$ cat src/hdl/lcd_bias_pkg.sv
// constants and types shared by the bias rail sequencer
package lcd_bias_pkg;

  // core clock rate and time-out figures
  localparam int unsigned CORE_CLK_HZ       = 25_000_000;
  localparam int unsigned TIMEOUT_MS        = 50;
  localparam int unsigned TIMEOUT_CYCLES    = TIMEOUT_MS * (CORE_CLK_HZ / 1000);

  // number of pin inputs that pass the synchroniser
  localparam int unsigned FLAG_COUNT        = 17;

  // bit positions of the pin inputs in the raw flag vector
  localparam int unsigned POS_PRIMARY_EN    = 0;
  localparam int unsigned POS_SECONDARY_EN  = 1;
  localparam int unsigned POS_SUPPLY_OK     = 2;
  localparam int unsigned POS_LOGIC_GOOD    = 3;
  localparam int unsigned POS_ANALOG_GOOD   = 4;
  localparam int unsigned POS_NEG_GOOD      = 5;
  localparam int unsigned POS_POS_GOOD      = 6;
  localparam int unsigned POS_COMMON_GOOD   = 7;
  localparam int unsigned POS_POS_LOW       = 8;
  localparam int unsigned POS_NEG_LOW       = 9;
  localparam int unsigned POS_ANALOG_LOW    = 10;
  localparam int unsigned POS_COMMON_LOW    = 11;
  localparam int unsigned POS_SETPOINT_OK   = 12;
  localparam int unsigned POS_HEADROOM_LOW  = 13;
  localparam int unsigned POS_BOOST_SW      = 14;
  localparam int unsigned POS_EXT_SYNC      = 15;
  localparam int unsigned POS_SYNC_SEL      = 16;

  // pump clock regenerator period counter width
  localparam int unsigned PUMP_CNT_W        = 8;

  // bypass flag positions
  localparam int unsigned BYP_ANALOG        = 0;
  localparam int unsigned BYP_COMMON        = 1;
  localparam int unsigned BYP_POS           = 2;

  // sequencer states
  typedef enum logic [3:0] {
    ST_SLEEP,
    ST_OFF,
    ST_LOGIC_UP,
    ST_ANALOG_UP,
    ST_NEG_UP,
    ST_POS_UP,
    ST_COMMON_WAIT,
    ST_COMMON_UP,
    ST_ON,
    ST_DECAY,
    ST_NEG_DOWN,
    ST_LOGIC_HOLD,
    ST_FAULT
  } state_type;

endpackage : lcd_bias_pkg

$ cat src/hdl/rail_flags_if.sv
// synchronised pin flags passed from the synchroniser to the sequencer
`timescale 1ns/1ps
`default_nettype none
interface rail_flags_if;
  logic primary_enable;
  logic secondary_enable;
  logic supply_ok;
  logic logic_good;
  logic analog_good;
  logic neg_good;
  logic pos_good;
  logic common_good;
  logic pos_low;
  logic neg_low;
  logic analog_low;
  logic common_low;
  logic setpoint_ok;
  logic headroom_low;
  logic boost_sw;
  logic ext_sync;
  logic sync_sel;

  modport src (
    output primary_enable, secondary_enable, supply_ok, logic_good, analog_good,
    output neg_good, pos_good, common_good, pos_low, neg_low, analog_low,
    output common_low, setpoint_ok, headroom_low, boost_sw, ext_sync, sync_sel
  );
  modport dst (
    input  primary_enable, secondary_enable, supply_ok, logic_good, analog_good,
    input  neg_good, pos_good, common_good, pos_low, neg_low, analog_low,
    input  common_low, setpoint_ok, headroom_low, boost_sw, ext_sync, sync_sel
  );
endinterface : rail_flags_if
`default_nettype wire

$ cat src/hdl/lcd_bias_rail_sequencer.sv
// five-rail display bias power-up and shutdown sequencer
`timescale 1ns/1ps
`default_nettype none
module lcd_bias_rail_sequencer #(
  parameter int unsigned TIMEOUT_CYC = lcd_bias_pkg::TIMEOUT_CYCLES
) (
  input  wire logic       i_core_clk,
  input  wire logic       i_reset,
  input  wire logic       i_primary_enable,
  input  wire logic       i_secondary_enable,
  input  wire logic       i_supply_ok,
  input  wire logic       i_logic_good,
  input  wire logic       i_analog_good,
  input  wire logic       i_neg_good,
  input  wire logic       i_pos_good,
  input  wire logic       i_common_good,
  input  wire logic       i_pos_low,
  input  wire logic       i_neg_low,
  input  wire logic       i_analog_low,
  input  wire logic       i_common_low,
  input  wire logic       i_setpoint_ok,
  input  wire logic       i_headroom_low,
  input  wire logic       i_boost_sw,
  input  wire logic       i_ext_sync,
  input  wire logic       i_sync_sel,
  output logic            o_sleep,
  output logic            o_logic_rail_en,
  output logic            o_analog_rail_en,
  output logic            o_neg_gate_en,
  output logic            o_pos_gate_en,
  output logic            o_common_en,
  output logic            o_analog_pd,
  output logic            o_neg_gate_pd,
  output logic            o_pos_gate_pd,
  output logic            o_common_pd,
  output logic            o_boost_raise,
  output logic            o_pump_clk,
  output logic            o_softstart_fault,
  output logic            o_setpoint_fault,
  output logic [2:0]      o_bypass
);

  localparam int unsigned TW = $clog2(TIMEOUT_CYC + 1);
  localparam logic [TW-1:0] TIMEOUT_LAST = TW'(TIMEOUT_CYC - 1);

  rail_flags_if flags ();

  ////////////////////////////////////////////////////////////////////////////
  // pin synchronisers
  // two flops per comparator flag
  rail_flag_sync #(
    .WIDTH (lcd_bias_pkg::FLAG_COUNT)
  ) u_sync (
    .i_core_clk (i_core_clk),
    .i_reset    (i_reset),
    .i_raw      ({i_sync_sel, i_ext_sync, i_boost_sw, i_headroom_low, i_setpoint_ok,
                  i_common_low, i_analog_low, i_neg_low, i_pos_low, i_common_good,
                  i_pos_good, i_neg_good, i_analog_good, i_logic_good, i_supply_ok,
                  i_secondary_enable, i_primary_enable}),
    .flags      (flags)
  );

  lcd_bias_pkg::state_type state_ff;
  lcd_bias_pkg::state_type nxt_state;
  logic [TW-1:0]           timer_ff;
  logic [TW-1:0]           nxt_timer;
  logic [3:0]              want_ff;     // analog, neg, pos, common requested
  logic [3:0]              nxt_want;
  logic [2:0]              bypass_ff;
  logic [2:0]              nxt_bypass;
  logic                    ss_fault_ff;
  logic                    sp_fault_ff;
  logic                    nxt_ss_fault;
  logic                    nxt_sp_fault;

  ////////////////////////////////////////////////////////////////////////////
  // decoded conditions
  wire timed_out    = (timer_ff == TIMEOUT_LAST);
  wire state_change = (nxt_state != state_ff);
  wire all_decayed  = flags.pos_low & flags.analog_low & flags.common_low;
  wire stage_active = (state_ff != lcd_bias_pkg::ST_SLEEP) &&
                      (state_ff != lcd_bias_pkg::ST_OFF) &&
                      (state_ff != lcd_bias_pkg::ST_FAULT);

  ////////////////////////////////////////////////////////////////////////////
  // next state
  always_comb begin
    nxt_state    = state_ff;
    nxt_bypass   = bypass_ff;
    nxt_ss_fault = ss_fault_ff;
    nxt_sp_fault = sp_fault_ff;
    case (state_ff)
      lcd_bias_pkg::ST_SLEEP: begin
        // leave sleep only once supply is above lockout
        if (flags.supply_ok) begin
          nxt_state = lcd_bias_pkg::ST_OFF;
        end
      end
      lcd_bias_pkg::ST_OFF: begin
        // primary enable alone starts the logic rail
        if (flags.primary_enable) begin
          nxt_state  = lcd_bias_pkg::ST_LOGIC_UP;
          nxt_bypass = 3'h0;
        end
      end
      lcd_bias_pkg::ST_LOGIC_UP: begin
        // secondary honoured only after logic rail good
        if (!flags.primary_enable) begin
          nxt_state = lcd_bias_pkg::ST_OFF;
        end else if (flags.logic_good && flags.secondary_enable) begin
          nxt_state = lcd_bias_pkg::ST_ANALOG_UP;
        end else if (!flags.logic_good && timed_out) begin
          nxt_state    = lcd_bias_pkg::ST_FAULT;
          nxt_ss_fault = 1'b1;
        end
      end
      lcd_bias_pkg::ST_ANALOG_UP: begin
        if (flags.analog_good) begin
          nxt_state = lcd_bias_pkg::ST_NEG_UP;
        end else if (timed_out) begin
          nxt_state    = lcd_bias_pkg::ST_FAULT;
          nxt_ss_fault = 1'b1;
        end
      end
      lcd_bias_pkg::ST_NEG_UP: begin
        // positive gate waits for negative gate magnitude good
        if (flags.neg_good) begin
          nxt_state = lcd_bias_pkg::ST_POS_UP;
        end else if (timed_out) begin
          nxt_state    = lcd_bias_pkg::ST_FAULT;
          nxt_ss_fault = 1'b1;
        end
      end
      lcd_bias_pkg::ST_POS_UP: begin
        if (flags.pos_good) begin
          nxt_state = lcd_bias_pkg::ST_COMMON_WAIT;
        end else if (timed_out) begin
          nxt_state    = lcd_bias_pkg::ST_FAULT;
          nxt_ss_fault = 1'b1;
        end
      end
      lcd_bias_pkg::ST_COMMON_WAIT: begin
        // common rail needs a valid setpoint within the window
        if (flags.setpoint_ok) begin
          nxt_state = lcd_bias_pkg::ST_COMMON_UP;
        end else if (timed_out) begin
          nxt_state    = lcd_bias_pkg::ST_FAULT;
          nxt_sp_fault = 1'b1;
        end
      end
      lcd_bias_pkg::ST_COMMON_UP: begin
        if (flags.common_good) begin
          nxt_state = lcd_bias_pkg::ST_ON;
        end else if (timed_out) begin
          nxt_state    = lcd_bias_pkg::ST_FAULT;
          nxt_ss_fault = 1'b1;
        end
      end
      lcd_bias_pkg::ST_ON: begin
        // primary low is ignored while secondary stays high
        if (!flags.secondary_enable) begin
          nxt_state = lcd_bias_pkg::ST_DECAY;
        end
      end
      lcd_bias_pkg::ST_DECAY: begin
        // wait for decay, bypass stragglers at time-out
        if (all_decayed) begin
          nxt_state = lcd_bias_pkg::ST_NEG_DOWN;
        end else if (timed_out) begin
          nxt_state                          = lcd_bias_pkg::ST_NEG_DOWN;
          nxt_bypass[lcd_bias_pkg::BYP_ANALOG] = ~flags.analog_low;
          nxt_bypass[lcd_bias_pkg::BYP_COMMON] = ~flags.common_low;
          nxt_bypass[lcd_bias_pkg::BYP_POS]    = ~flags.pos_low;
        end
      end
      lcd_bias_pkg::ST_NEG_DOWN: begin
        // primary low honoured after 30 percent or time-out
        if (flags.neg_low || timed_out) begin
          nxt_state = lcd_bias_pkg::ST_LOGIC_HOLD;
        end
      end
      lcd_bias_pkg::ST_LOGIC_HOLD: begin
        if (!flags.primary_enable) begin
          nxt_state = lcd_bias_pkg::ST_OFF;
        end
      end
      lcd_bias_pkg::ST_FAULT: begin
        // fault latches until the host drops primary enable
        if (!flags.primary_enable) begin
          nxt_state    = lcd_bias_pkg::ST_OFF;
          nxt_ss_fault = 1'b0;
          nxt_sp_fault = 1'b0;
        end
      end
      default: begin
        nxt_state = lcd_bias_pkg::ST_SLEEP;
      end
    endcase
    if (!flags.supply_ok) begin
      nxt_state = lcd_bias_pkg::ST_SLEEP;
    end
  end

  ////////////////////////////////////////////////////////////////////////////
  // rail requests per state; analog needs both enables to start
  // analog rail requested only from analog ramp to on
  always_comb begin
    nxt_want = 4'h0;
    case (nxt_state)
      lcd_bias_pkg::ST_ANALOG_UP:   nxt_want = 4'h1;
      lcd_bias_pkg::ST_NEG_UP:      nxt_want = 4'h3;
      lcd_bias_pkg::ST_POS_UP:      nxt_want = 4'h7;
      lcd_bias_pkg::ST_COMMON_WAIT: nxt_want = 4'h7;
      lcd_bias_pkg::ST_COMMON_UP:   nxt_want = 4'hF;
      lcd_bias_pkg::ST_ON:          nxt_want = 4'hF;
      lcd_bias_pkg::ST_DECAY:       nxt_want = 4'h2;
      default:                      nxt_want = 4'h0;
    endcase
  end

  // shared time-out counter restarts on every state change
  assign nxt_timer = (state_change || timed_out) ? '0 : timer_ff + TW'(1);

  ////////////////////////////////////////////////////////////////////////////
  // state, timer and flags
  always_ff @(posedge i_core_clk) begin
    if (i_reset) begin
      state_ff    <= lcd_bias_pkg::ST_SLEEP;
      timer_ff    <= '0;
      want_ff     <= 4'h0;
      bypass_ff   <= 3'h0;
      ss_fault_ff <= 1'b0;
      sp_fault_ff <= 1'b0;
    end else begin
      state_ff    <= nxt_state;
      timer_ff    <= nxt_timer;
      want_ff     <= nxt_want;
      bypass_ff   <= nxt_bypass;
      ss_fault_ff <= nxt_ss_fault;
      sp_fault_ff <= nxt_sp_fault;
    end
  end

  ////////////////////////////////////////////////////////////////////////////
  // pull-downs drop one edge ahead of the matching enable
  // pull-down while active and not requested; enable waits for release
  // outside active states every pull-down is released
  wire [3:0] nxt_pd = stage_active ? ~want_ff : 4'h0;
  wire [3:0] nxt_en = want_ff & ~{o_common_pd, o_pos_gate_pd, o_neg_gate_pd, o_analog_pd};

  always_ff @(posedge i_core_clk) begin
    if (i_reset) begin
      o_analog_pd      <= 1'b0;
      o_neg_gate_pd    <= 1'b0;
      o_pos_gate_pd    <= 1'b0;
      o_common_pd      <= 1'b0;
      o_analog_rail_en <= 1'b0;
      o_neg_gate_en    <= 1'b0;
      o_pos_gate_en    <= 1'b0;
      o_common_en      <= 1'b0;
    end else begin
      o_analog_pd      <= nxt_pd[0];
      o_neg_gate_pd    <= nxt_pd[1];
      o_pos_gate_pd    <= nxt_pd[2];
      o_common_pd      <= nxt_pd[3];
      o_analog_rail_en <= nxt_en[0];
      o_neg_gate_en    <= nxt_en[1];
      o_pos_gate_en    <= nxt_en[2];
      o_common_en      <= nxt_en[3];
    end
  end

  ////////////////////////////////////////////////////////////////////////////
  // status outputs and logic rail
  // logic rail follows the active states
  // headroom request only while analog regulator runs
  always_ff @(posedge i_core_clk) begin
    if (i_reset) begin
      o_sleep           <= 1'b1;
      o_logic_rail_en   <= 1'b0;
      o_boost_raise     <= 1'b0;
      o_softstart_fault <= 1'b0;
      o_setpoint_fault  <= 1'b0;
      o_bypass          <= 3'h0;
    end else begin
      o_sleep           <= (state_ff == lcd_bias_pkg::ST_SLEEP);
      o_logic_rail_en   <= stage_active;
      o_boost_raise     <= o_analog_rail_en & flags.headroom_low;
      o_softstart_fault <= ss_fault_ff;
      o_setpoint_fault  <= sp_fault_ff;
      o_bypass          <= bypass_ff;
    end
  end

  ////////////////////////////////////////////////////////////////////////////
  // charge pump clock: boost phase, or external sync regenerated
  // limitation: regenerated period resolves to whole core cycles
  logic [lcd_bias_pkg::PUMP_CNT_W-1:0] per_cnt_ff;
  logic [lcd_bias_pkg::PUMP_CNT_W-1:0] half_ff;
  logic [lcd_bias_pkg::PUMP_CNT_W-1:0] gen_cnt_ff;
  logic                                sync_d_ff;
  logic                                regen_ff;

  wire sync_rise = flags.ext_sync & ~sync_d_ff;
  wire gen_flip  = (gen_cnt_ff >= half_ff);

  // period measured on each sync rise, toggle every half period
  always_ff @(posedge i_core_clk) begin
    if (i_reset) begin
      per_cnt_ff <= '0;
      half_ff    <= '0;
      gen_cnt_ff <= '0;
      sync_d_ff  <= 1'b0;
      regen_ff   <= 1'b0;
      o_pump_clk <= 1'b0;
    end else begin
      sync_d_ff  <= flags.ext_sync;
      per_cnt_ff <= sync_rise ? '0 : per_cnt_ff + 1'b1;
      if (sync_rise) begin
        half_ff <= (per_cnt_ff + 1'b1) >> 1;
      end
      gen_cnt_ff <= gen_flip ? lcd_bias_pkg::PUMP_CNT_W'(1) : gen_cnt_ff + 1'b1;
      if (gen_flip) begin
        regen_ff <= ~regen_ff;
      end
      o_pump_clk <= flags.sync_sel ? regen_ff : flags.boost_sw;
    end
  end

endmodule : lcd_bias_rail_sequencer
`default_nettype wire

$ cat src/hdl/rail_flag_sync.sv
// two-flop synchroniser bank for the sequencer's pin inputs
`timescale 1ns/1ps
`default_nettype none
module rail_flag_sync #(
  parameter int unsigned WIDTH = lcd_bias_pkg::FLAG_COUNT
) (
  input  wire logic             i_core_clk,
  input  wire logic             i_reset,
  input  wire logic [WIDTH-1:0] i_raw,
  rail_flags_if.src             flags
);

  logic [WIDTH-1:0] meta_ff;
  logic [WIDTH-1:0] sync_ff;

  ////////////////////////////////////////////////////////////////////////////
  // one pair of flops per pin; the first stage feeds only the second
  genvar g;
  generate
    for (g = 0; g < WIDTH; g++) begin : g_sync
      always_ff @(posedge i_core_clk) begin
        if (i_reset) begin
          meta_ff[g] <= 1'b0;
          sync_ff[g] <= 1'b0;
        end else begin
          meta_ff[g] <= i_raw[g];
          sync_ff[g] <= meta_ff[g];
        end
      end
    end
  endgenerate

  ////////////////////////////////////////////////////////////////////////////
  // name the synchronised bits
  assign flags.primary_enable   = sync_ff[lcd_bias_pkg::POS_PRIMARY_EN];
  assign flags.secondary_enable = sync_ff[lcd_bias_pkg::POS_SECONDARY_EN];
  assign flags.supply_ok        = sync_ff[lcd_bias_pkg::POS_SUPPLY_OK];
  assign flags.logic_good       = sync_ff[lcd_bias_pkg::POS_LOGIC_GOOD];
  assign flags.analog_good      = sync_ff[lcd_bias_pkg::POS_ANALOG_GOOD];
  assign flags.neg_good         = sync_ff[lcd_bias_pkg::POS_NEG_GOOD];
  assign flags.pos_good         = sync_ff[lcd_bias_pkg::POS_POS_GOOD];
  assign flags.common_good      = sync_ff[lcd_bias_pkg::POS_COMMON_GOOD];
  assign flags.pos_low          = sync_ff[lcd_bias_pkg::POS_POS_LOW];
  assign flags.neg_low          = sync_ff[lcd_bias_pkg::POS_NEG_LOW];
  assign flags.analog_low       = sync_ff[lcd_bias_pkg::POS_ANALOG_LOW];
  assign flags.common_low       = sync_ff[lcd_bias_pkg::POS_COMMON_LOW];
  assign flags.setpoint_ok      = sync_ff[lcd_bias_pkg::POS_SETPOINT_OK];
  assign flags.headroom_low     = sync_ff[lcd_bias_pkg::POS_HEADROOM_LOW];
  assign flags.boost_sw         = sync_ff[lcd_bias_pkg::POS_BOOST_SW];
  assign flags.ext_sync         = sync_ff[lcd_bias_pkg::POS_EXT_SYNC];
  assign flags.sync_sel         = sync_ff[lcd_bias_pkg::POS_SYNC_SEL];

endmodule : rail_flag_sync
`default_nettype wire

$ cat config.mk
export PLATFORM = sky130hd
export DESIGN_NAME = lcd_bias_rail_sequencer
export DESIGN_NICKNAME = d
export VERILOG_FILES = /design/src/hdl/lcd_bias_pkg.sv /design/src/hdl/rail_flags_if.sv /design/src/hdl/lcd_bias_rail_sequencer.sv /design/src/hdl/rail_flag_sync.sv
export SDC_FILE = /design/constraint.sdc
export NUM_CORES = 1
export LEC_CHECK = 0
export BUFFER_PORTS_ARGS = -buffer_cell sky130_fd_sc_hd__buf_4
export CORE_MARGIN = 1.5
export CORE_UTILIZATION = 55
export CTS_BUF_LIST = sky130_fd_sc_hd__clkbuf_8
export CTS_CLUSTER_SIZE = 16
export DETAILED_ROUTE_END_ITERATION = 8
export PLACE_DENSITY = 0.85
export SLEW_MARGIN = 10
export SYNTH_ARGS = -nofsm -noshare
export SYNTH_HDL_FRONTEND = slang
export SYNTH_SLANG_ARGS = --single-unit
$ cat constraint.sdc
create_clock -name i_core_clk -period 2.7 [get_ports i_core_clk]
set_input_delay 0 -clock i_core_clk [delete_from_list [all_inputs] [get_ports i_core_clk]]
set_output_delay 0 -clock i_core_clk [all_outputs]
set_load 0.03 [all_outputs]
Word-level counts from Yosys, hierarchy flattened
Cells that the tools add are included.
{"block": "totals", "ff_bits": 110, "out_inout_bits": 17, "word_cells": 173, "inputBits": 19}
{"block": "classes", "bitwise": 13, "add_sub_neg": 3, "muxes": 37, "order_cmp": 1, "n_eq_ne": 36, "reduce_logical": 22}
{"operator": "$mux 4", "n": 16}
{"operator": "$pmux 4 s12", "n": 1}
{"operator": "$eq 4x3->1 const B", "n": 8}
{"operator": "$eq 4x4->1 const B", "n": 7}
{"operator": "$ne 2x2->1 const B", "n": 11}
{"operator": "$add 21x1->21 const B", "n": 1}
{"operator": "$eq 21x21->1 const B", "n": 1}
{"operator": "$pmux 4 s5", "n": 1}
{"operator": "$add 8x1->8 const B", "n": 2}
{"operator": "$reduce_or 2->1", "n": 7}
{"operator": "$mux 1", "n": 13}
{"operator": "$eq 4x2->1 const B", "n": 3}
{"operator": "$mux 3", "n": 3}
{"operator": "$reduce_and 9->1", "n": 1}
{"operator": "$ge 8x7->1", "n": 1}
{"operator": "$not 4->4", "n": 2}
{"operator": "$reduce_and 4->1", "n": 2}
{"operator": "$not 1->1", "n": 6}
{"operator": "$pmux 1 s6", "n": 1}
{"operator": "$pmux 3 s2", "n": 1}
{"operator": "$reduce_bool 6->1", "n": 1}
{"operator": "$and 1x1->1", "n": 4}
{"operator": "$and 4x4->4", "n": 1}
{"operator": "$eq 4x1->1 const B", "n": 1}
{"operator": "other kinds (11)", "n": 17}

Longest topological paths before layout
Gate-level depths: netlist (run 1).
{"block": "logic_depth", "ltp_word": 10, "mapped_depth": 10}

Hierarchy
From an unflattened synthesis (run 1), not the netlist that was laid out.
{"block": "unflattened", "cells_unflattened": 499, "area_unflattened_um2": 4559.4}
{"mod": "lcd_bias_rail_sequencer", "area_each_um2": 3622.2, "instances": 1, "cells_per_inst": 428}
{"mod": "rail_flag_sync", "area_each_um2": 937.1, "instances": 1, "cells_per_inst": 71}

Worst setup path after synthesis (run 1)
No wires, ideal clock.
{"block": "synth_timing", "path_kind": "reg2reg", "start": "register timer_ff[0]", "end": "register want_ff[0]", "stages_incl_launch_ff": 10, "setup_slack_ps": 609, "required_time_ps": 2626, "setup_ps": 74, "arrival_ps": 2016, "path_buffers": 1, "period_less_slack_ps": 2091, "cell_sequence": "dfxtp_1 ha_1 and3_1 and4b_1 and2_4 buf_6 mux2i_1 nor3b_4 nand4_1 a31oi_1"}
{"block": "synth_between", "elab_chain_len": 10}
{"element": "start: declaration", "line_no": "lcd_bias_rail_sequencer.sv:65", "rtl": "logic [TW-1:0] timer_ff;"}
{"element": "start signal: assignment", "line_no": "lcd_bias_rail_sequencer.sv:236", "rtl": "timer_ff <= nxt_timer;"}
{"element": "$eq 21x21->1 *", "line_no": "lcd_bias_rail_sequencer.sv:78", "rtl": "wire timed_out = (timer_ff == TIMEOUT_LAST);"}
{"element": "$logic_and 1x1->1", "line_no": "lcd_bias_rail_sequencer.sv:112", "rtl": "end else if (!flags.logic_good && timed_out) begin"}
{"element": "$mux 4", "line_no": "lcd_bias_rail_sequencer.sv:112"}
{"element": "$mux 4", "line_no": "lcd_bias_rail_sequencer.sv:110", "rtl": "end else if (flags.logic_good && flags.secondary_enable) begin"}
{"element": "$mux 4", "line_no": "lcd_bias_rail_sequencer.sv:108", "rtl": "if (!flags.primary_enable) begin"}
{"element": "$pmux 4 s12 *", "line_no": "lcd_bias_rail_sequencer.sv:92", "rtl": "case (state_ff)"}
{"element": "$mux 4 *", "line_no": "lcd_bias_rail_sequencer.sv:199", "rtl": "if (!flags.supply_ok) begin"}
{"element": "$eq 4x4->1 or $eq 4x3->1 (tied branches)", "line_no": "lcd_bias_rail_sequencer.sv:209", "rtl": "case (nxt_state)"}
{"element": "$reduce_or 2->1 (no source line)"}
{"element": "$pmux 4 s5 *", "line_no": "lcd_bias_rail_sequencer.sv:209"}
{"element": "end signal: assignment", "line_no": "lcd_bias_rail_sequencer.sv:237", "rtl": "want_ff <= nxt_want;"}
{"element": "end: declaration", "line_no": "lcd_bias_rail_sequencer.sv:67", "rtl": "logic [3:0] want_ff;"}
Mark *: on every way between the ends. The rest lies on a longest branch, timed or not.
A chain may end at the register's enable or synchronous reset.

Final worst setup path (run 1)
{"block": "layout_timing", "start": "register state_ff[1]", "end": "register want_ff[0]"}
{"block": "layout_between", "elab_chain_len": 8}
{"element": "start: declaration", "line_no": "lcd_bias_rail_sequencer.sv:63", "rtl": "lcd_bias_pkg::state_type state_ff;"}
{"element": "start signal: assignment", "line_no": "lcd_bias_rail_sequencer.sv:228", "rtl": "state_ff <= lcd_bias_pkg::ST_SLEEP;"}
{"element": "start signal: assignment", "line_no": "lcd_bias_rail_sequencer.sv:235", "rtl": "state_ff <= nxt_state;"}
{"element": "$mux 4", "line_no": "lcd_bias_rail_sequencer.sv:112"}
{"element": "$mux 4", "line_no": "lcd_bias_rail_sequencer.sv:110"}
{"element": "$mux 4", "line_no": "lcd_bias_rail_sequencer.sv:108"}
{"element": "$pmux 4 s12 *", "line_no": "lcd_bias_rail_sequencer.sv:92"}
{"element": "$mux 4 *", "line_no": "lcd_bias_rail_sequencer.sv:199"}
{"element": "$eq 4x4->1 or $eq 4x3->1 (tied branches)", "line_no": "lcd_bias_rail_sequencer.sv:209"}
{"element": "$reduce_or 2->1 (no source line)"}
{"element": "$pmux 4 s5 *", "line_no": "lcd_bias_rail_sequencer.sv:209"}
Marks and branches as above.

==> run_summary.xml, run 1 <==
<?xml version="1.0" encoding="UTF-8"?>
<metrics>
  <group name="outcome">
    <metric name="outcome" unit="">complete, no violations</metric>
  </group>
  <group name="floorplan">
    <metric name="pin_count" unit="">36</metric>
    <metric name="placeableCoreArea" unit="µm²">7850</metric>
    <metric name="design.die.area" unit="µm²">8790</metric>
    <metric name="chipHeight" unit="µm">93.8</metric>
    <metric name="start_util" unit="">0.577</metric>
    <metric name="die_x" unit="µm">93.8</metric>
    <metric name="row_count" unit="">32</metric>
  </group>
  <group name="global_route">
    <metric name="grt_pass1_vias" unit="">3234</metric>
    <metric name="gr-total-overflow" unit="">0</metric>
    <metric name="initial_antenna_violation_count" unit="">0</metric>
    <metric name="grt_use_total" unit="">0.212</metric>
    <metric name="maximum_number_of_pins_on_one_net_before_global_route_repair" unit="">51</metric>
    <metric name="grt_first_pass_wirelength" unit="mm">14.6</metric>
  </group>
  <group name="synth">
    <metric name="syn-instance-count" unit="">482</metric>
    <metric name="post_syn_area_per_cell" unit="µm²">9.40</metric>
    <metric name="number_of_warnings_reported_in_the_yosys_synthesis_log" unit="">0</metric>
    <metric name="synth.lib_cells_used.distinct" unit="">66</metric>
    <metric name="ys.flop_type" unit="">dfxtp_1</metric>
    <metric name="syn-cell-area" unit="µm²">4530</metric>
    <metric name="synthesis.nets" unit="">511</metric>
    <metric name="fraction_of_the_yosys_area_taken_by_sequential_cells" unit="">0.486</metric>
    <metric name="edff_count_synth" unit="">0</metric>
    <metric name="share_of_flip_flops_with_an_asynchronous_set_or_reset_after_synthesis" unit="">0</metric>
    <metric name="synth-seq-cells" unit="">110</metric>
  </group>
  <group name="critical_path">
    <metric name="timing_worst_setup_path_type" unit="">flop to flop</metric>
    <metric name="critical_path.slowest_cell" unit="">dfxtp_1</metric>
    <metric name="crit_path_end_kind" unit="">flop</metric>
    <metric name="cp-endpoint" unit="">want_ff[0]</metric>
    <metric name="path_cells" unit="">nor2_1, a22o_1, a222oi_1, o21ai_1, or3_1, a31oi_1</metric>
    <metric name="timing.reg2reg.setup_slack" unit="ns">0.23</metric>
    <metric name="critical_path_arrival" unit="ns">2.77</metric>
    <metric name="capturing_point_of_the_worst_reg2reg_path" unit="">want_ff[0]</metric>
    <metric name="worstPathRequired" unit="ns">3.01</metric>
    <metric name="timing.critical_path.fanout_max" unit="">17</metric>
    <metric name="worst-r2r-cell-count" unit="">6</metric>
    <metric name="cp_slowest_stage_delay" unit="ns">0.69</metric>
    <metric name="timing.critical_path.from" unit="">state_ff[1]</metric>
    <metric name="timing.rr.start" unit="">state_ff[1]</metric>
    <metric name="critPathLaunchType" unit="">flop</metric>
  </group>
  <group name="clock_network">
    <metric name="numClockSinks" unit="">110</metric>
    <metric name="post_cts_setup_buffers" unit="">0</metric>
    <metric name="tritoncts" unit="">yes</metric>
    <metric name="cts-buffers-inserted" unit="">9</metric>
    <metric name="htree_num_levels" unit="">3</metric>
    <metric name="clkSlewWorstSetupHoldPaths" unit="ns">0.09</metric>
    <metric name="ctsLongestPathBuffers" unit="">2</metric>
    <metric name="cts_root_buffer" unit="">clkbuf_8</metric>
    <metric name="clock_latency_at_the_later_pin_of_the_worst_skew_pair" unit="ns">0.37</metric>
  </group>
  <group name="hold_path">
    <metric name="worst_hold_path_type" unit="">input pin to flop</metric>
  </group>
  <group name="route">
    <metric name="ant_nets" unit="">0</metric>
    <metric name="route.final.wire_length" unit="mm">8.63</metric>
    <metric name="vias" unit="">3427</metric>
    <metric name="post-route-drc-count" unit="">0</metric>
    <metric name="wl_per_cell" unit="µm">13.6</metric>
    <metric name="dr.first_iter.drc_count" unit="">216</metric>
    <metric name="first_pass_iters" unit="">4</metric>
    <metric name="vias_per_cell" unit="">5.39</metric>
  </group>
  <group name="final_layout">
    <metric name="antenna_cells_inserted" unit="">0</metric>
    <metric name="design.final.nets" unit="">561</metric>
    <metric name="final_layout_size_suffix_gt1_frac" unit="">0.139</metric>
    <metric name="layout.cells.most_common_list" unit="">dfxtp_1 (108), nor2_1 (64), nor2b_1 (52)</metric>
    <metric name="final_common_cell" unit="">dfxtp_1</metric>
    <metric name="n_fill_cell" unit="">636</metric>
    <metric name="finalNonFillerCells" unit="">636</metric>
    <metric name="area.growth.synth_to_final" unit="%">14.7</metric>
  </group>
  <group name="power_and_ir_drop">
    <metric name="power.leakage" unit="nW">2.04</metric>
    <metric name="power_per_standard_cell_area" unit="nW/µm²">523</metric>
    <metric name="ir_drop" unit="mV">0.372</metric>
  </group>
  <group name="sta">
    <metric name="timing.final.crit_share" unit="">0.914</metric>
    <metric name="grt_setup_unrepaired" unit="">false</metric>
    <metric name="totalNegativeSetupSlack" unit="ns">0</metric>
    <metric name="achievable-frequency" unit="GHz">0.405</metric>
    <metric name="finClkSkew" unit="ns">0.00858</metric>
    <metric name="timing.final.crit_period" unit="ns">2.47</metric>
    <metric name="slew_violations" unit="">0</metric>
    <metric name="post-route-worst-setup-slack" unit="ns">0.233</metric>
    <metric name="hold_ws" unit="ns">0.377</metric>
    <metric name="final-hold-violation-count" unit="">0</metric>
    <metric name="final-setup-viol-count" unit="">0</metric>
    <metric name="max_slew_margin" unit="">0.391</metric>
    <metric name="pin_slew_with_the_least_headroom_to_its_limit" unit="ns">0.911</metric>
  </group>
  <group name="placement">
    <metric name="preCtsSetupSlack" unit="ns">0.245</metric>
    <metric name="dp.final_hpwl" unit="mm">6.05</metric>
    <metric name="finalWeightedCongestion" unit="">0.977</metric>
    <metric name="count_of_port_buffers_added_during_placement" unit="">35</metric>
    <metric name="dp_cells" unit="">605</metric>
  </group>
  <group name="job">
    <metric name="maxCapViolCount" unit="">0</metric>
  </group>
</metrics>
state kept, by name, indices dropped and copies added (netlist names), 3 cells and up:
name,flops
bypass_ff,3
gen_cnt_ff,8
half_ff,7
o_bypass,3
per_cnt_ff,8
state_ff,4
timer_ff,21
u_sync.meta_ff,17
want_ff,4
cell families (layout without fill, tap and decap cells):
group | count (synthesis) | in the layout | share of synthesized area
AO/OA/AOI/OAI | 66 | 66 | 0.105
XOR/XNOR | 31 | 31 | 0.0599
adder cells (fa/ha/maj) | 10 | 10 | 0.0276
buffers and inverters | 36 | 88 | 0.0378
flip-flops | 110 | 110 | 0.486
multiplexers | 8 | 8 | 0.0177
AND/OR/NAND/NOR | 221 | 221 | 0.266
cell type report:
| type | count | area, µm² | share of cell area |
|---|---|---|---|
| well taps | 102 | 128 | 0.0246 |
| flip-flops and latches | 110 | 2200 | 0.424 |
| clock inverters | 4 | 27.5 | 0.00530 |
| multi-input cells | 336 | 2160 | 0.415 |
| inverters | 14 | 52.6 | 0.0101 |
| repair buffers | 61 | 503 | 0.0968 |
| clock buffers | 9 | 124 | 0.0238 |
cells in the mapped netlist, drive strengths merged, types with 6 or more instances:
cell type  instances  area, µm²
nand3             18       90.1
nand4              6       37.5
nor2b             52        325
clkbuf             9       33.8
o21ai             10       50.0
mux2i              8       80.1
inv               14       52.6
dfxtp            110       2200
xor2              19        166
or2b               7       60.1
xnor2             12        105
a211oi            11       87.6
buf               13       85.1
nor2              65        251
nand2             22       82.6
nor3               6       30.0
nor3b              6       56.3
and3              14       88.8
a21oi             16       83.8
ha                10        125
worst min-delay path by stage:
stage	from	slack, ns	cells after the start	to
floorplan	i_primary_enable	0.13	1	u_sync.meta_ff[0]
global placement	i_ext_sync	0.21	2	u_sync.meta_ff[15]
detailed placement	i_analog_low	0.21	2	u_sync.meta_ff[10]
CTS	i_analog_low	0.37	3	u_sync.meta_ff[10]
global route	i_analog_low	0.37	3	u_sync.meta_ff[10]
finish	i_secondary_enable	0.38	3	u_sync.meta_ff[1]
worst max-delay path, delay by kind of cell (launching register included):
family	cells	cell delay, ns
AO/OA/AOI/OAI	4	1.16
flip-flops	1	0.69
AND/OR/NAND/NOR	2	0.54
per-stage QoR:
stage | utilization | total power, mW | cell area (µm²)
after floorplan | - | 1.85 | 4530
after global placement | 0.620 | 1.90 | 4860
after detailed placement | 0.620 | 1.91 | 4860
after CTS | 0.662 | 2.74 | 5190
after global routing | 0.662 | 2.83 | 5200
final | 0.662 | 2.72 | 5200
where the power goes:
group	internal, mW	switching, mW	total (mW)	leakage, nW
registers	1.67	0.0323	1.70	0.897
logic	0.0992	0.0895	0.189	1.08
clock network	0.318	0.510	0.828	0.0691
metal layers:
metal / GRT usage / routed length (µm)
met3: 0.0574 / 373
met2: 0.371 / 4290
met4: 0.0672 / 137
met1: 0.250 / 3830
met5: 0 / 0
what timing repair did:
action	CTS	global route
resized for setup	0	2
endpoints found under the setup margin	0	19
hold buffers	18	0
hold endpoints to repair	23	0
Note: power is estimated with default switching activity, not from simulation.
==> inputs of run 2 (changes only) <==
Settings changed: CORE_UTILIZATION 55 to 50, MAX_ROUTING_LAYER from default to met4, PLACE_DENSITY 0.85 to 0.79, SYNTH_HIERARCHICAL from default to 1.
==> run 2 against run 1 <==
Compared with the run above:
- area after synthesis increased by 0.61%
- register-to-register slack worse by 0.16 ns
- non-clock buffer count is 13 higher
- clock power is 6.3% higher
- worst hold slack got worse by 0.27 ns
- clock skew is 0.0079 ns higher
- combinational power about the same
- via count rose by 4.9%
- wire length increased by 5.5%
- fmax fell by 6.0%
- highest routed layer unchanged
==> run_summary.xml, run 2 <==
<?xml version="1.0" encoding="UTF-8"?>
<metrics>
  <group name="global_route">
    <metric name="grt_first_pass_wirelength" unit="mm">15.8</metric>
    <metric name="initial_antenna_violation_count" unit="">0</metric>
    <metric name="grt_pass1_vias" unit="">3467</metric>
    <metric name="gr-total-overflow" unit="">0</metric>
    <metric name="grt_use_total" unit="">0.204</metric>
    <metric name="maximum_number_of_pins_on_one_net_before_global_route_repair" unit="">60</metric>
  </group>
  <group name="final_layout">
    <metric name="largest_register_ffs" unit="">21</metric>
    <metric name="antenna_cells_inserted" unit="">0</metric>
    <metric name="stdcell_area" unit="µm²">5370</metric>
    <metric name="layout.cells.most_common_list" unit="">dfxtp_1 (110), nor2_1 (64), buf_4 (56)</metric>
    <metric name="final_common_cell" unit="">dfxtp_1</metric>
    <metric name="design.final.nets" unit="">592</metric>
    <metric name="top_regs" unit="">timer_ff: 21 flops, u_sync/meta_ff: 17 flops</metric>
    <metric name="regMostFlops" unit="">timer_ff</metric>
    <metric name="area.growth.synth_to_final" unit="%">17.7</metric>
    <metric name="final_layout_size_suffix_gt1_frac" unit="">0.150</metric>
  </group>
  <group name="critical_path">
    <metric name="timing_worst_setup_path_type" unit="">flop to flop</metric>
    <metric name="critPathLaunchType" unit="">flop</metric>
    <metric name="critical_path_buf_inv_count" unit="">0</metric>
    <metric name="path_cells" unit="">nor2b_1, o21ai_1, a21oi_1, or3_1, or3_4, or4_4, o22ai_1</metric>
    <metric name="worstPathRequired" unit="ns">2.99</metric>
    <metric name="critical_path.slowest_cell" unit="">dfxtp_1</metric>
    <metric name="crit_path_end_kind" unit="">flop</metric>
    <metric name="cp_slowest_stage_delay" unit="ns">0.67</metric>
    <metric name="crit_family" unit="">simple AND/OR/NAND/NOR gates</metric>
    <metric name="timing.critical_path.fanout_max" unit="">13</metric>
    <metric name="critical_path_arrival" unit="ns">2.91</metric>
  </group>
  <group name="floorplan">
    <metric name="design.die.area" unit="µm²">9700</metric>
    <metric name="pin_count" unit="">36</metric>
    <metric name="chipHeight" unit="µm">98.5</metric>
    <metric name="start_util" unit="">0.520</metric>
    <metric name="die_x" unit="µm">98.5</metric>
    <metric name="placeableCoreArea" unit="µm²">8760</metric>
    <metric name="row_count" unit="">34</metric>
  </group>
  <group name="power_and_ir_drop">
    <metric name="power.combinational.fraction" unit="">0.068</metric>
    <metric name="net_switching_fraction_of_the_power" unit="">0.233</metric>
    <metric name="power_switching" unit="mW">0.647</metric>
    <metric name="cellInternalPower" unit="mW">2.13</metric>
    <metric name="power_per_standard_cell_area" unit="nW/µm²">517</metric>
    <metric name="seqPwrFrac" unit="">0.615</metric>
    <metric name="power.leakage" unit="nW">2.10</metric>
    <metric name="total_power_consumption" unit="mW">2.77</metric>
    <metric name="clkPwrFrac" unit="">0.317</metric>
    <metric name="ir_drop" unit="mV">0.419</metric>
  </group>
  <group name="route">
    <metric name="route.final.wire_length" unit="mm">9.11</metric>
    <metric name="vias" unit="">3595</metric>
    <metric name="dr.first_iter.drc_count" unit="">198</metric>
    <metric name="vias_per_cell" unit="">5.33</metric>
    <metric name="post-route-drc-count" unit="">0</metric>
    <metric name="wl_per_cell" unit="µm">13.5</metric>
    <metric name="ant_nets" unit="">0</metric>
    <metric name="first_pass_iters" unit="">4</metric>
  </group>
  <group name="sta">
    <metric name="timing.final.crit_period" unit="ns">2.63</metric>
    <metric name="hold_ws" unit="ns">0.105</metric>
    <metric name="pin_slew_with_the_least_headroom_to_its_limit" unit="ns">0.942</metric>
    <metric name="timing.final.crit_share" unit="">0.973</metric>
    <metric name="max_slew_margin" unit="">0.371</metric>
    <metric name="final-setup-viol-count" unit="">0</metric>
    <metric name="achievable-frequency" unit="GHz">0.381</metric>
    <metric name="final-hold-violation-count" unit="">0</metric>
    <metric name="finClkSkew" unit="ns">0.0165</metric>
    <metric name="slew_violations" unit="">0</metric>
  </group>
  <group name="clock_network">
    <metric name="clkSlewWorstSetupHoldPaths" unit="ns">0.10</metric>
    <metric name="cts-buffers-inserted" unit="">9</metric>
    <metric name="htree_num_levels" unit="">3</metric>
    <metric name="cts_root_buffer" unit="">clkbuf_8</metric>
    <metric name="clock_latency_at_the_later_pin_of_the_worst_skew_pair" unit="ns">0.36</metric>
    <metric name="tritoncts" unit="">yes</metric>
    <metric name="ctsLongestPathBuffers" unit="">2</metric>
    <metric name="numClockSinks" unit="">110</metric>
  </group>
  <group name="synth">
    <metric name="synth.lib_cells_used.distinct" unit="">59</metric>
    <metric name="ys.flop_type" unit="">dfxtp_1</metric>
    <metric name="ys_top_cells_by_count" unit="">dfxtp_1 (110), nor2_1 (64), nor2b_1 (51)</metric>
    <metric name="area_share_of_the_largest_cell_type_after_synthesis" unit="">0.483</metric>
    <metric name="share_of_flip_flops_with_an_asynchronous_set_or_reset_after_synthesis" unit="">0</metric>
    <metric name="cell_accounting_for_the_most_synthesized_area" unit="">dfxtp_1</metric>
    <metric name="post_syn_area_per_cell" unit="µm²">9.14</metric>
    <metric name="yosysMostFrequentCell" unit="">dfxtp_1</metric>
    <metric name="netlist_top_cells_area" unit="">dfxtp_1 (48%), nor2b_1 (7.0%), nor2_1 (5.3%)</metric>
    <metric name="number_of_warnings_reported_in_the_yosys_synthesis_log" unit="">6</metric>
    <metric name="synth-seq-cells" unit="">110</metric>
    <metric name="syn-cell-area" unit="µm²">4560</metric>
    <metric name="edff_count_synth" unit="">0</metric>
    <metric name="synthesis.nets" unit="">528</metric>
    <metric name="syn-instance-count" unit="">499</metric>
    <metric name="fraction_of_the_yosys_area_taken_by_sequential_cells" unit="">0.483</metric>
  </group>
  <group name="hold_path">
    <metric name="worst_hold_path_type" unit="">input pin to flop</metric>
  </group>
  <group name="placement">
    <metric name="count_of_port_buffers_added_during_placement" unit="">35</metric>
    <metric name="dp.final_hpwl" unit="mm">6.49</metric>
    <metric name="finalWeightedCongestion" unit="">0.931</metric>
    <metric name="post_dp_cell_area" unit="µm²">5010</metric>
  </group>
  <group name="job">
    <metric name="maxCapViolCount" unit="">0</metric>
  </group>
  <group name="outcome">
    <metric name="outcome" unit="">complete, no violations</metric>
  </group>
</metrics>
==> run 2: changes by cell type after synthesis, moves of 4 or more <==
cell / change
nor3_1: +4
nand2_1: +5
o32ai_1: +5
nand2b_1: +5
and2b_2: +4
buf_2: -5
nand3_1: +10
==> run 2: per-layer routing <==
| metal | vias to the layer above | track usage | wire, µm |
|---|---|---|---|
| met5 | - | - | 0 |
| met4 | 0 | 0.0834 | 259 |
| met3 | 28 | 0.0461 | 421 |
| met2 | 96 | 0.330 | 4250 |
| met1 | 1633 | 0.245 | 4170 |
| li1 | 1838 | - | - |
==> run 2: logic make-up after synthesis <==
logic type / count (synthesis) / synth area share
AND/OR/NAND/NOR: 230 / 0.268
flip-flops: 110 / 0.483
AO/OA/AOI/OAI: 78 / 0.117
buffers and inverters: 36 / 0.0354
XOR/XNOR: 30 / 0.0576
adder cells (fa/ha/maj): 10 / 0.0274
multiplexers: 5 / 0.0110
==> run 2: timing repair <==
action                                  CTS  global route
endpoints found under the setup margin    0            24
hold buffers                             17             0
setup buffers                             0             1
resized for setup                         0             2
hold endpoints to repair                 17             0
==> run 2: metrics by stage <==
step / cells / utilization / setup TNS [ns] / setup slack, ns
after detailed placement: 642 / 0.572 / 0 / 0.113
final: 675 / 0.612 / 0 / 0.0739
after global routing: 675 / 0.612 / -0.0206 / -0.0104
after floorplan: 499 / - / 0 / 0.172
after CTS: 674 / 0.611 / 0 / 0.0847
after global placement: 642 / 0.572 / 0 / 0.132
==> run 2: final cells by class <==
type	instances	area [µm²]
well taps	108	135
multi-input cells	353	2200
clock inverters	5	36.3
fillers	785	3400
flip-flops and latches	110	2200
inverters	15	56.3
repair buffers	74	602
clock buffers	10	138
==> run 2: power by group through the flow <==
stage | registers [mW] | logic [mW] | clock network (mW)
6_report | 1.70 | 0.188 | 0.880
5_1_grt | 1.71 | 0.213 | 0.982
2_1_floorplan | 1.73 | 0.124 | 0
4_1_cts | 1.71 | 0.188 | 0.909
3_5_place_dp | 1.74 | 0.168 | 0
3_3_place_gp | 1.74 | 0.163 | 0
==> run 2: path summary, 6_finish.rpt <==
kind                             startpoint           endpoint  slack, ns  depth (start not counted)
worst max-delay path            state_ff[0]         want_ff[0]       0.07                          7
worst min-delay path                i_reset  u_sync/meta_ff[0]       0.11                          2
worst max register to register  state_ff[0]         want_ff[0]       0.07                          7
worst min register to register   want_ff[1]      o_neg_gate_pd       0.42                          1
==> inputs of run 3 (changes only) <==
Settings changed: CTS_CLUSTER_DIAMETER from default to 200, SYNTH_HIERARCHICAL 1 to default.
==> run 3 against run 2 <==
Compared with the run above:
- highest routed layer unchanged
- global-route usage down 0.94 points
- critical path type unchanged
- sequential power about the same
- sequential share of layout area up 0.92 points
- largest power group unchanged
==> run_summary.xml, run 3 (same netlist as run 1, synthesis figures left out) <==
<?xml version="1.0" encoding="UTF-8"?>
<metrics>
  <group name="floorplan">
    <metric name="die_x" unit="µm">98.2</metric>
    <metric name="row_count" unit="">34</metric>
    <metric name="start_util" unit="">0.517</metric>
    <metric name="placeableCoreArea" unit="µm²">8760</metric>
    <metric name="pin_count" unit="">36</metric>
    <metric name="chipHeight" unit="µm">98.2</metric>
    <metric name="design.die.area" unit="µm²">9640</metric>
  </group>
  <group name="final_layout">
    <metric name="largest_register_ffs" unit="">21</metric>
    <metric name="area.growth.synth_to_final" unit="%">15.8</metric>
    <metric name="n_fill_cell" unit="">781</metric>
    <metric name="design.final.nets" unit="">561</metric>
    <metric name="top_regs" unit="">timer_ff: 21 flops, u_sync.meta_ff: 17 flops</metric>
    <metric name="final_layout_size_suffix_gt1_frac" unit="">0.138</metric>
    <metric name="final_common_cell" unit="">dfxtp_1</metric>
    <metric name="layout.cells.most_common_list" unit="">dfxtp_1 (110), nor2_1 (64), nor2b_1 (52)</metric>
    <metric name="antenna_cells_inserted" unit="">0</metric>
    <metric name="regMostFlops" unit="">timer_ff</metric>
  </group>
  <group name="global_route">
    <metric name="grt_use_total" unit="">0.194</metric>
    <metric name="gr-total-overflow" unit="">0</metric>
    <metric name="maximum_number_of_pins_on_one_net_before_global_route_repair" unit="">49</metric>
    <metric name="initial_antenna_violation_count" unit="">0</metric>
    <metric name="grt_first_pass_wirelength" unit="mm">14.9</metric>
    <metric name="grt_pass1_vias" unit="">3271</metric>
  </group>
  <group name="sta">
    <metric name="max_slew_margin" unit="">0.422</metric>
    <metric name="totalNegativeSetupSlack" unit="ns">0</metric>
    <metric name="finClkSkew" unit="ns">0.0209</metric>
    <metric name="timing.final.crit_share" unit="">0.902</metric>
    <metric name="timing.final.crit_period" unit="ns">2.44</metric>
    <metric name="final-setup-viol-count" unit="">0</metric>
    <metric name="grt_setup_unrepaired" unit="">false</metric>
    <metric name="final-hold-violation-count" unit="">0</metric>
    <metric name="achievable-frequency" unit="GHz">0.410</metric>
    <metric name="pin_slew_with_the_least_headroom_to_its_limit" unit="ns">0.865</metric>
    <metric name="slew_violations" unit="">0</metric>
  </group>
  <group name="hold_path">
    <metric name="worst_hold_path_type" unit="">input pin to flop</metric>
    <metric name="hold_path_startpoint" unit="">i_neg_good</metric>
    <metric name="whs_path_depth" unit="">3</metric>
    <metric name="hold-path-endpoint" unit="">u_sync.meta_ff[5]</metric>
  </group>
  <group name="route">
    <metric name="route.final.wire_length" unit="mm">8.52</metric>
    <metric name="ant_nets" unit="">0</metric>
    <metric name="vias" unit="">3385</metric>
    <metric name="dr.first_iter.drc_count" unit="">98</metric>
    <metric name="first_pass_iters" unit="">4</metric>
    <metric name="wl_per_cell" unit="µm">13.2</metric>
    <metric name="post-route-drc-count" unit="">0</metric>
    <metric name="vias_per_cell" unit="">5.25</metric>
  </group>
  <group name="clock_network">
    <metric name="clkSlewWorstSetupHoldPaths" unit="ns">0.11</metric>
    <metric name="ctsLongestPathBuffers" unit="">2</metric>
    <metric name="cts-buffers-inserted" unit="">9</metric>
    <metric name="cts_root_buffer" unit="">clkbuf_8</metric>
    <metric name="tritoncts" unit="">yes</metric>
    <metric name="ctsResizeCount" unit="">0</metric>
    <metric name="cts_hold_buffers" unit="">18</metric>
    <metric name="numClockSinks" unit="">110</metric>
    <metric name="post_cts_setup_buffers" unit="">0</metric>
    <metric name="htree_num_levels" unit="">3</metric>
    <metric name="clock_latency_at_the_later_pin_of_the_worst_skew_pair" unit="ns">0.38</metric>
  </group>
  <group name="outcome">
    <metric name="outcome" unit="">complete, no violations</metric>
  </group>
  <group name="placement">
    <metric name="dp.final_hpwl" unit="mm">6.03</metric>
    <metric name="count_of_port_buffers_added_during_placement" unit="">35</metric>
    <metric name="finalWeightedCongestion" unit="">0.912</metric>
  </group>
  <group name="power_and_ir_drop">
    <metric name="net_switching_fraction_of_the_power" unit="">0.231</metric>
    <metric name="power_per_standard_cell_area" unit="nW/µm²">545</metric>
    <metric name="power.leakage" unit="nW">2.08</metric>
    <metric name="total_power_consumption" unit="mW">2.86</metric>
    <metric name="clkPwrFrac" unit="">0.340</metric>
    <metric name="ir_drop" unit="mV">0.285</metric>
    <metric name="seqPwrFrac" unit="">0.594</metric>
    <metric name="power.combinational.fraction" unit="">0.066</metric>
    <metric name="power_switching" unit="mW">0.662</metric>
    <metric name="cellInternalPower" unit="mW">2.20</metric>
  </group>
  <group name="critical_path">
    <metric name="timing.critical_path.from" unit="">gen_cnt_ff[0]</metric>
    <metric name="worstPathRequired" unit="ns">2.99</metric>
    <metric name="timing_worst_setup_path_type" unit="">flop to flop</metric>
    <metric name="timing.critical_path.fanout_max" unit="">7</metric>
    <metric name="capturing_point_of_the_worst_reg2reg_path" unit="">gen_cnt_ff[7]</metric>
    <metric name="timing.reg2reg.setup_slack" unit="ns">0.26</metric>
    <metric name="worst-r2r-cell-count" unit="">9</metric>
    <metric name="critPathLaunchType" unit="">flop</metric>
    <metric name="timing.rr.start" unit="">gen_cnt_ff[0]</metric>
    <metric name="crit_path_end_kind" unit="">flop</metric>
    <metric name="critical_path_arrival" unit="ns">2.73</metric>
  </group>
  <group name="job">
    <metric name="maxCapViolCount" unit="">0</metric>
  </group>
</metrics>
-- run 3: changes by cell type in the layout (fill, tap and decap cells not counted), sizes merged, moves of 3 or more --
cell	change
nand3	-10
o22ai	-3
a211oi	+3
or2b	+7
nor3	-4
buf	-14
and2	+3
and3	+4
and2b	-3
nand2b	-5
o32ai	-4
mux2i	+3
nand2	-6
-- run 3: how the worst max path moves through the flow --
stage / slack [ns] / endpoint
CTS: 0.23 / gen_cnt_ff[7]
global route: 0.01 / timer_ff[6]
detailed placement: 0.29 / gen_cnt_ff[7]
global placement: 0.32 / want_ff[0]
floorplan: 0.61 / want_ff[0]
finish: 0.26 / gen_cnt_ff[7]
-- run 3: power groups by stage --
stage | sequential, mW | clock (mW) | combinational (mW)
after floorplan | 1.73 | 0 | 0.120
after global placement | 1.74 | 0 | 0.161
after detailed placement | 1.74 | 0 | 0.168
after CTS | 1.70 | 1.00 | 0.190
after global routing | 1.71 | 1.07 | 0.213
final | 1.70 | 0.974 | 0.188
-- run 3: worst max-delay path: stages (launching register included) --
cell      delay [ns]
dfxtp_1         0.41
inv_1           0.08
ha_1            0.27
nand2b_1        0.16
a21o_1          0.18
a21o_1          0.17
a211o_1         0.28
a21oi_1         0.27
o211ai_1        0.29
nor3_1          0.24
-- run 3: final cells by class --
type | count | area [µm²] | area share
clock buffers | 9 | 124 | 0.0236
multi-input cells | 336 | 2160 | 0.411
flip-flops and latches | 110 | 2200 | 0.420
well taps | 108 | 135 | 0.0257
clock inverters | 7 | 73.8 | 0.0141
repair buffers | 61 | 503 | 0.0958
inverters | 14 | 52.6 | 0.0100
-- run 3: through the flow --
stage,worst slack (ns),util,std cells,hold slack (ns),instance area [µm²]
after floorplan,0.609,-,482,0.128,4530
after CTS,0.234,0.599,645,0.364,5250
after global routing,0.0115,0.599,645,0.374,5250
final,0.264,0.599,645,0.384,5250
after detailed placement,0.286,0.556,611,0.217,4870
after global placement,0.322,0.556,611,0.210,4870
-- run 3: per-layer routing --
| metal | up-vias | share of wire | global-route usage |
|---|---|---|---|
| met5 | - | 0 | - |
| met4 | 0 | 0.015 | 0.0661 |
| met3 | 13 | 0.041 | 0.0458 |
| met2 | 71 | 0.50 | 0.321 |
| met1 | 1563 | 0.45 | 0.233 |
| li1 | 1738 | - | - |
